[config.mk]
export PLATFORM = sky130hd
export DESIGN_NAME = gpio_pin_config_bank
export DESIGN_NICKNAME = d
export VERILOG_FILES = /design/src/inc/gpio_bank_pkg.sv /design/src/gpio_pin_config_bank.sv
export SDC_FILE = /design/constraint.sdc
export NUM_CORES = 1
export LEC_CHECK = 0
export BUFFER_PORTS_ARGS = -buffer_cell sky130_fd_sc_hd__buf_2
export CORE_UTILIZATION = 50
export CTS_BUF_LIST = sky130_fd_sc_hd__clkbuf_4 sky130_fd_sc_hd__clkbuf_8
export CTS_CLUSTER_SIZE = 28
export DETAILED_ROUTE_END_ITERATION = 16
export PLACE_DENSITY = 0.76
export SYNTH_ARGS = -nofsm -noshare
export SYNTH_HDL_FRONTEND = slang
export SYNTH_SLANG_ARGS = --single-unit
[constraint.sdc]
create_clock -name clk_sys -period 1.4 [get_ports clk_sys]
set_input_delay 0.07 -clock clk_sys [delete_from_list [all_inputs] [get_ports clk_sys]]
set_output_delay 0.07 -clock clk_sys [all_outputs]
set_load 0.05 [all_outputs]
[src/inc/gpio_bank_pkg.sv]
// constants and carrier types for the pin configuration bank
// assumes one 125 MHz clock and an 8-bit register port
package gpio_bank_pkg;

    // ----------------------------------------
    // register map
    // ----------------------------------------
    localparam int PIN_COUNT = 10;
    localparam int IRQ_BITS = 2;
    // index order: 1.7 2.0 2.1 2.2 2.4 2.5 2.6 2.7 3.0 3.1
    localparam logic [PIN_COUNT-1:0][7:0] PIN_CTL_OFFSET = {
        8'h34, 8'h33, 8'h32, 8'h31, 8'h30, 8'h2F, 8'h2D, 8'h2C, 8'h2B, 8'h2A};
    localparam logic [7:0] OFF_RESERVED_SLOT = 8'h2E;
    localparam logic [7:0] OFF_IRQ_STATUS = 8'h40;
    localparam logic [7:0] OFF_IRQ_MASK = 8'h41;

    // writable bits per pin; everything else is reserved
    localparam logic [7:0] WMASK_ONE_FUNC = 8'h87;
    localparam logic [7:0] WMASK_TWO_FUNC = 8'h8F;
    localparam logic [7:0] WMASK_NO_FUNC = 8'h83;
    localparam logic [PIN_COUNT-1:0][7:0] PIN_WMASK = {
        WMASK_ONE_FUNC, WMASK_ONE_FUNC, WMASK_ONE_FUNC, WMASK_ONE_FUNC, WMASK_ONE_FUNC,
        WMASK_NO_FUNC, WMASK_TWO_FUNC, WMASK_TWO_FUNC, WMASK_ONE_FUNC, WMASK_ONE_FUNC};

    localparam logic [7:0] CFG_RESET = 8'h01;
    localparam logic [IRQ_BITS-1:0] IRQ_RESET = 2'h0;

    // ----------------------------------------
    // pin indices and function codes
    // ----------------------------------------
    localparam int PIN_1_7 = 0;
    localparam int PIN_2_0 = 1;
    localparam int PIN_2_1 = 2;
    localparam int PIN_2_2 = 3;
    localparam int PIN_2_4 = 4;
    localparam int PIN_2_5 = 5;
    localparam int PIN_2_6 = 6;
    localparam int PIN_2_7 = 7;
    localparam int PIN_3_0 = 8;
    localparam int PIN_3_1 = 9;

    localparam logic [1:0] FUNC_GPIO = 2'h0;
    localparam logic [1:0] FUNC_ALT = 2'h1;
    localparam logic [1:0] FUNC_EDGE = 2'h2;
    localparam logic [1:0] FUNC_FLOPPY = 2'h3;

    // ----------------------------------------
    // types
    // ----------------------------------------
    typedef struct packed {
        logic openDrain;
        logic [2:0] rsvd;
        logic [1:0] func;
        logic invert;
        logic dirIn;
    } pin_cfg_t;

    typedef struct packed {
        logic [7:0] addr;
        logic [7:0] wdata;
        logic wr;
        logic rd;
    } reg_req_t;

    // values that on-chip functions send towards the pins
    typedef struct packed {
        logic joyBVerticalTimer;
        logic kbcPort1Bit7;
        logic kbcPort1Bit6;
        logic kbcPort1Bit2;
        logic floppyDriveSelectBN;
        logic floppyMotorSelectBN;
        logic musicSerialTx;
        logic sysMgmtIrqOutN;
    } alt_drive_t;

    // logical pin values handed to on-chip functions, zero when not routed
    typedef struct packed {
        logic joyBVerticalTimer;
        logic kbcPort1Bit7;
        logic kbcPort1Bit6;
        logic kbcPort1Bit2;
        logic musicSerialRx;
        logic fanSpeedSenseB;
        logic fanSpeedSenseA;
    } alt_sense_t;

    typedef struct packed {
        pin_cfg_t [PIN_COUNT-1:0] cfg;
        logic [PIN_COUNT-1:0] sync1;
        logic [PIN_COUNT-1:0] sync2;
        logic [PIN_COUNT-1:0] prev;
        logic [IRQ_BITS-1:0] status;
        logic [IRQ_BITS-1:0] mask;
        logic [7:0] rdata;
        logic [PIN_COUNT-1:0] padOut;
        logic [PIN_COUNT-1:0] padOe;
        logic [PIN_COUNT-1:0] gpioIn;
        alt_sense_t sense;
    } state_t;

endpackage : gpio_bank_pkg

[src/gpio_pin_config_bank.sv]
// configuration bank for general-purpose pins 1.7 to 3.1
// assumes pads resolve level from padOut/padOe; data registers live outside
module gpio_pin_config_bank (
    input wire logic clk_sys,
    input wire logic nrst,
    input wire gpio_bank_pkg::reg_req_t regReq,
    output logic [7:0] regRdata,
    input wire logic [gpio_bank_pkg::PIN_COUNT-1:0] gpioOutData,
    output logic [gpio_bank_pkg::PIN_COUNT-1:0] gpioInData,
    input wire logic [gpio_bank_pkg::PIN_COUNT-1:0] padIn,
    output logic [gpio_bank_pkg::PIN_COUNT-1:0] padOut,
    output logic [gpio_bank_pkg::PIN_COUNT-1:0] padOe,
    input wire gpio_bank_pkg::alt_drive_t altDrive,
    output gpio_bank_pkg::alt_sense_t altSense,
    output logic irq
);

    gpio_bank_pkg::state_t s;
    gpio_bank_pkg::state_t next_s;

    // ----------------------------------------
    // next state
    // ----------------------------------------
    always_comb
    begin
        logic [7:0] rd;
        logic [gpio_bank_pkg::PIN_COUNT-1:0] src;
        logic [gpio_bank_pkg::PIN_COUNT-1:0] forceOut;
        logic [gpio_bank_pkg::PIN_COUNT-1:0] forceIn;
        logic [gpio_bank_pkg::PIN_COUNT-1:0] li;
        logic [gpio_bank_pkg::IRQ_BITS-1:0] ev;
        logic outEn;
        logic val;
        rd = 8'h00;
        src = gpioOutData;
        forceOut = '0;
        forceIn = '0;
        li = '0;
        ev = '0;
        outEn = 1'b0;
        val = 1'b0;
        next_s = s;

        // only sync1 feeds sync2; nothing else looks at the first stage
        next_s.sync1 = padIn;
        next_s.sync2 = s.sync1;
        next_s.prev = s.sync2;

        // register writes, reserved bits masked off
        if (regReq.wr)
        begin
            for (int i = 0; i < gpio_bank_pkg::PIN_COUNT; i++)
            begin
                if (regReq.addr == gpio_bank_pkg::PIN_CTL_OFFSET[i])
                begin
                    next_s.cfg[i] = regReq.wdata & gpio_bank_pkg::PIN_WMASK[i];
                end
            end
            if (regReq.addr == gpio_bank_pkg::OFF_IRQ_MASK)
            begin
                next_s.mask = regReq.wdata[gpio_bank_pkg::IRQ_BITS-1:0];
            end
        end

        // read mux; reserved slot and unmapped addresses fall through to zero
        for (int i = 0; i < gpio_bank_pkg::PIN_COUNT; i++)
        begin
            if (regReq.addr == gpio_bank_pkg::PIN_CTL_OFFSET[i])
            begin
                rd = s.cfg[i];
            end
        end
        if (regReq.addr == gpio_bank_pkg::OFF_IRQ_STATUS)
        begin
            rd = {6'h00, s.status};
        end
        if (regReq.addr == gpio_bank_pkg::OFF_IRQ_MASK)
        begin
            rd = {6'h00, s.mask};
        end
        if (regReq.addr == gpio_bank_pkg::OFF_RESERVED_SLOT)
        begin
            rd = 8'h00;
        end
        next_s.rdata = regReq.rd ? rd : 8'h00;

        // logical input value seen through the polarity bit
        for (int i = 0; i < gpio_bank_pkg::PIN_COUNT; i++)
        begin
            li[i] = s.sync2[i] ^ s.cfg[i].invert;
        end
        next_s.gpioIn = li;

        // ----------------------------------------
        // function routing
        // ----------------------------------------
        next_s.sense = '0;
        if (s.cfg[gpio_bank_pkg::PIN_1_7].func[0])
        begin
            src[gpio_bank_pkg::PIN_1_7] = altDrive.joyBVerticalTimer;
            next_s.sense.joyBVerticalTimer = li[gpio_bank_pkg::PIN_1_7];
        end
        if (s.cfg[gpio_bank_pkg::PIN_2_0].func[0])
        begin
            src[gpio_bank_pkg::PIN_2_0] = altDrive.kbcPort1Bit7;
            next_s.sense.kbcPort1Bit7 = li[gpio_bank_pkg::PIN_2_0];
        end
        case (s.cfg[gpio_bank_pkg::PIN_2_1].func)
            gpio_bank_pkg::FUNC_ALT:
            begin
                src[gpio_bank_pkg::PIN_2_1] = altDrive.kbcPort1Bit6;
                next_s.sense.kbcPort1Bit6 = li[gpio_bank_pkg::PIN_2_1];
            end
            gpio_bank_pkg::FUNC_EDGE:
            begin
                forceIn[gpio_bank_pkg::PIN_2_1] = 1'b1;
                ev[0] = s.sync2[gpio_bank_pkg::PIN_2_1] ^ s.prev[gpio_bank_pkg::PIN_2_1];
            end
            gpio_bank_pkg::FUNC_FLOPPY:
            begin
                src[gpio_bank_pkg::PIN_2_1] = altDrive.floppyDriveSelectBN;
                forceOut[gpio_bank_pkg::PIN_2_1] = 1'b1;
            end
            default:
            begin
                forceIn[gpio_bank_pkg::PIN_2_1] = 1'b0;
            end
        endcase
        case (s.cfg[gpio_bank_pkg::PIN_2_2].func)
            gpio_bank_pkg::FUNC_ALT:
            begin
                src[gpio_bank_pkg::PIN_2_2] = altDrive.kbcPort1Bit2;
                next_s.sense.kbcPort1Bit2 = li[gpio_bank_pkg::PIN_2_2];
            end
            gpio_bank_pkg::FUNC_EDGE:
            begin
                forceIn[gpio_bank_pkg::PIN_2_2] = 1'b1;
                ev[1] = s.sync2[gpio_bank_pkg::PIN_2_2] ^ s.prev[gpio_bank_pkg::PIN_2_2];
            end
            gpio_bank_pkg::FUNC_FLOPPY:
            begin
                src[gpio_bank_pkg::PIN_2_2] = altDrive.floppyMotorSelectBN;
                forceOut[gpio_bank_pkg::PIN_2_2] = 1'b1;
            end
            default:
            begin
                forceIn[gpio_bank_pkg::PIN_2_2] = 1'b0;
            end
        endcase
        if (s.cfg[gpio_bank_pkg::PIN_2_5].func[0])
        begin
            forceIn[gpio_bank_pkg::PIN_2_5] = 1'b1;
            next_s.sense.musicSerialRx = li[gpio_bank_pkg::PIN_2_5];
        end
        if (s.cfg[gpio_bank_pkg::PIN_2_6].func[0])
        begin
            src[gpio_bank_pkg::PIN_2_6] = altDrive.musicSerialTx;
            forceOut[gpio_bank_pkg::PIN_2_6] = 1'b1;
        end
        if (s.cfg[gpio_bank_pkg::PIN_2_7].func[0])
        begin
            src[gpio_bank_pkg::PIN_2_7] = altDrive.sysMgmtIrqOutN;
            forceOut[gpio_bank_pkg::PIN_2_7] = 1'b1;
        end
        if (s.cfg[gpio_bank_pkg::PIN_3_0].func[0])
        begin
            forceIn[gpio_bank_pkg::PIN_3_0] = 1'b1;
            next_s.sense.fanSpeedSenseB = li[gpio_bank_pkg::PIN_3_0];
        end
        if (s.cfg[gpio_bank_pkg::PIN_3_1].func[0])
        begin
            forceIn[gpio_bank_pkg::PIN_3_1] = 1'b1;
            next_s.sense.fanSpeedSenseA = li[gpio_bank_pkg::PIN_3_1];
        end

        // ----------------------------------------
        // pad drivers
        // ----------------------------------------
        // input-only functions override the direction bit so a stray output
        // setting cannot fight an external tachometer or serial source
        for (int i = 0; i < gpio_bank_pkg::PIN_COUNT; i++)
        begin
            outEn = (!s.cfg[i].dirIn || forceOut[i]) && !forceIn[i];
            val = src[i] ^ s.cfg[i].invert;
            if (s.cfg[i].openDrain)
            begin
                next_s.padOut[i] = 1'b0;
                next_s.padOe[i] = outEn && !val;
            end
            else
            begin
                next_s.padOut[i] = val;
                next_s.padOe[i] = outEn;
            end
        end

        // ----------------------------------------
        // interrupt status: read clears, a new edge wins
        // ----------------------------------------
        if (regReq.rd && regReq.addr == gpio_bank_pkg::OFF_IRQ_STATUS)
        begin
            next_s.status = '0;
        end
        next_s.status = next_s.status | ev;
    end

    always_ff @(posedge clk_sys or negedge nrst)
    begin
        if (!nrst)
        begin
            s <= '0;
            s.cfg <= {gpio_bank_pkg::PIN_COUNT{gpio_bank_pkg::CFG_RESET}};
            s.status <= gpio_bank_pkg::IRQ_RESET;
            s.mask <= gpio_bank_pkg::IRQ_RESET;
        end
        else
        begin
            s <= next_s;
        end
    end

    assign regRdata = s.rdata;
    assign gpioInData = s.gpioIn;
    assign padOut = s.padOut;
    assign padOe = s.padOe;
    assign altSense = s.sense;
    assign irq = |(s.status & s.mask);
endmodule : gpio_pin_config_bank

==> impl_metrics.tcl <==
set metrics [dict create \
    drive_gt1_share_pct 42.1 \
    die_x_um 101 \
    fin_cells 644 \
    avgSynthCellArea_sq_um 12.1 \
    finalMaxSlewViolations 0 \
    ant_nets 0 \
    post-place-cells 611 \
    async_reset_ff_share_pct 100 \
    cap_violations 0 \
    endpoint_kind "register" \
    cts_root_buf "clkbuf_8" \
    wl_per_cell_um 17.0 \
    design_area_sq_um 5930 \
    ioPinCount 94 \
    synth_area_leaders "dfrtp_1 (51%), mux2_2 (10%), buf_4 (6.9%), dfstp_2 (5.4%), xor2_1 (3.0%)" \
    setup_ws_ns 0.00362 \
    drcViolationCount 0 \
    power_density_nw_per_um2 1120 \
    vias 3282 \
    grt_pass1_wl_mm 17.1 \
    routabilityCongestion 0.946 \
    yosysUniqueCellTypes 54 \
    antenna_found_initial 0 \
    period_share_pct 99.7 \
    reg2regPathDepth 5 \
    final.min_clock_period_ns 1.40 \
    antenna_cells 0 \
    placed_cell_area_sq_um 5480 \
    syn_area_sq_um 4900 \
    drtIter0Drc 145 \
    gr-total-overflow 0 \
    startpoint "s[80]$_DFFE_PN0P_" \
    critPathArrivalTime_ns 1.66 \
    peakVddDrop_mv 0.790 \
    outcome "completed" \
    cts_tree "done" \
    h-tree-depth 3 \
    finalPower_w 0.00662 \
    critical_path_class "reg -> reg" \
    p_leak_nw 2.85 \
    ys_warn_count 0 \
    r2r-start "s[80]$_DFFE_PN0P_" \
    vias_per_cell 5.10 \
    clkSinkCount 109 \
    worstHoldPathCells 3 \
    grt_max_degree 43 \
    initial_utilization_pct 52.3 \
    hold_class "in -> reg" \
    numCtsBuffers 9 \
    core_area_sq_um 9370 \
    rsz0062_at_grt "true" \
    clk_latency_ns 0.38 \
    synth_edf_count 0 \
    r2r_setup_slack_ns 0.004 \
    clkTransAtPathRegs_ns 0.10 \
    rows 35 \
    wl_mm 10.9 \
    detail_route.first_pass.iterations 4 \
    io_buffers 87 \
    hold_violations 0 \
    die_h_um 101 \
    crit_fanout 2 \
    required_ns 1.67 \
    synth_top_area_cell "dfrtp_1" \
    clk_path_buf_depth 2 \
    ys_top_cells_by_count "dfrtp_1 (99), buf_4 (45), mux2_2 (45)" \
    area_delta_synth_final_pct 21.0 \
    synth_top_area_share_pct 50.6 \
    design.die.area_sq_um 10200 \
    finClkSkew_ns 0.0148 \
    synthCells 405 \
    max_freq_mhz 716 \
    cp-start-kind "register" \
    r2r-end "regRdata[1]$_DFF_PN0_" \
    gr-usage-all-layers_pct 22.9 \
    ys_seq_area_share_pct 55.9 \
    hp-start "regReq[0]" \
    yosysMostFrequentCell "dfrtp_1" \
    place_hpwl_mm 7.94 \
    pre_cts_slack_ns -0.188 \
    whs_endpoint "s[48]$_DFF_PN0_" \
    synth_seq_cells 109 \
    grt_pass1_vias 3331 \
    setup_viol 0 \
    synth_ff_type "dfrtp_1" \
    final_nets 558 \
]
==> final cells by class <==
| cell class | instances | area [sq um] |
|---|---|---|
| well taps | 129 | 161 |
| flip-flops and latches | 109 | 2740 |
| clock inverters | 3 | 42.5 |
| repair buffers | 150 | 982 |
| clock buffers | 13 | 173 |
| fillers | 775 | 3440 |
| multi-input cells | 231 | 1800 |
| inverters | 9 | 33.8 |
==> per-stage QoR <==
stage	TNS [ns]	hold slack [ns]	utilization [%]
floorplan	0	-0.226	-
global placement	-2.70	0.0180	58.4
detailed placement	-3.66	0.0221	58.4
CTS	0	0.0765	62.6
global route	-0.0749	0.0965	63.3
finish	0	0.0829	63.3
==> logic make-up (layout without fill, tap and decap cells) <==
kind of cell,count (synthesis),after routing,synth area share [%]
flops,109,109,55.9
buf+inv,67,175,8.94
other cells,1,3,0.0765
compound gates,55,55,8.20
xor+xnor,22,22,3.93
mux,53,53,12.0
simple gates,98,98,11.0
==> state kept, by name (all words and copies together) (netlist names) <==
name,cells
gpioInData,10
padOe,10
s,47
next_s,20
padOut,10
regRdata,5
altSense,7
==> per-layer routing <==
layer  vias to the layer above  track usage (%)  part of all wire, %
met5                         -                0                    0
met4                         0             8.81                  1.9
met3                        17             4.72                  5.3
met2                       103             38.3                   49
met1                      1595             29.5                   44
li1                       1567                -                    -
==> how the worst max path moves through the flow <==
stage / end / slack, ns / depth (start not counted)
global placement: regRdata[1]$_DFF_PN0_ / -0.14 / 9
floorplan: regRdata[1]$_DFF_PN0_ / 0.06 / 7
global route: regRdata[1]$_DFF_PN0_ / -0.07 / 5
finish: regRdata[1]$_DFF_PN0_ / 0.004 / 5
detailed placement: regRdata[1]$_DFF_PN0_ / -0.19 / 9
CTS: irq / 0.0004 / 3
==> cell usage in the layout (no fill, tap or decap), types with 5 or more instances in the layout <==
cell	n
xnor2_1	5
nor3_1	6
mux2_2	44
nand3_1	9
nand2_1	9
nor2_1	23
buf_2	85
a21oi_1	11
buf_4	46
clkbuf_8	12
mux2i_1	8
dlygate4sd3_1	16
o21ai_0	5
and2_1	10
dfrtp_1	99
nor2b_1	18
dfstp_2	10
inv_1	8
xor2_1	17
==> worst max-delay path, cell delays in order, from the launching register on <==
cell       delay, ns
dfrtp_1         0.38
nor2b_1         0.15
a221oi_2        0.28
o311ai_2        0.16
a2111oi_4       0.24
nor3b_2         0.08
==> power breakdown <==
part           switching [W]  internal, W
clock               0.000984     0.000991
combinational       0.000741     0.000428
sequential          0.000119      0.00336
total                0.00184      0.00478
==> timing repair <==
action | in CTS | in global routing
buffers inserted | 0 | 2
hold buffers | 16 | 0
endpoints found under the setup margin | 3 | 4
endpoints found under the hold margin | 115 | 0
pin swaps | 3 | 5
gates resized for setup | 6 | 8
(Power assumes the default switching activity.)
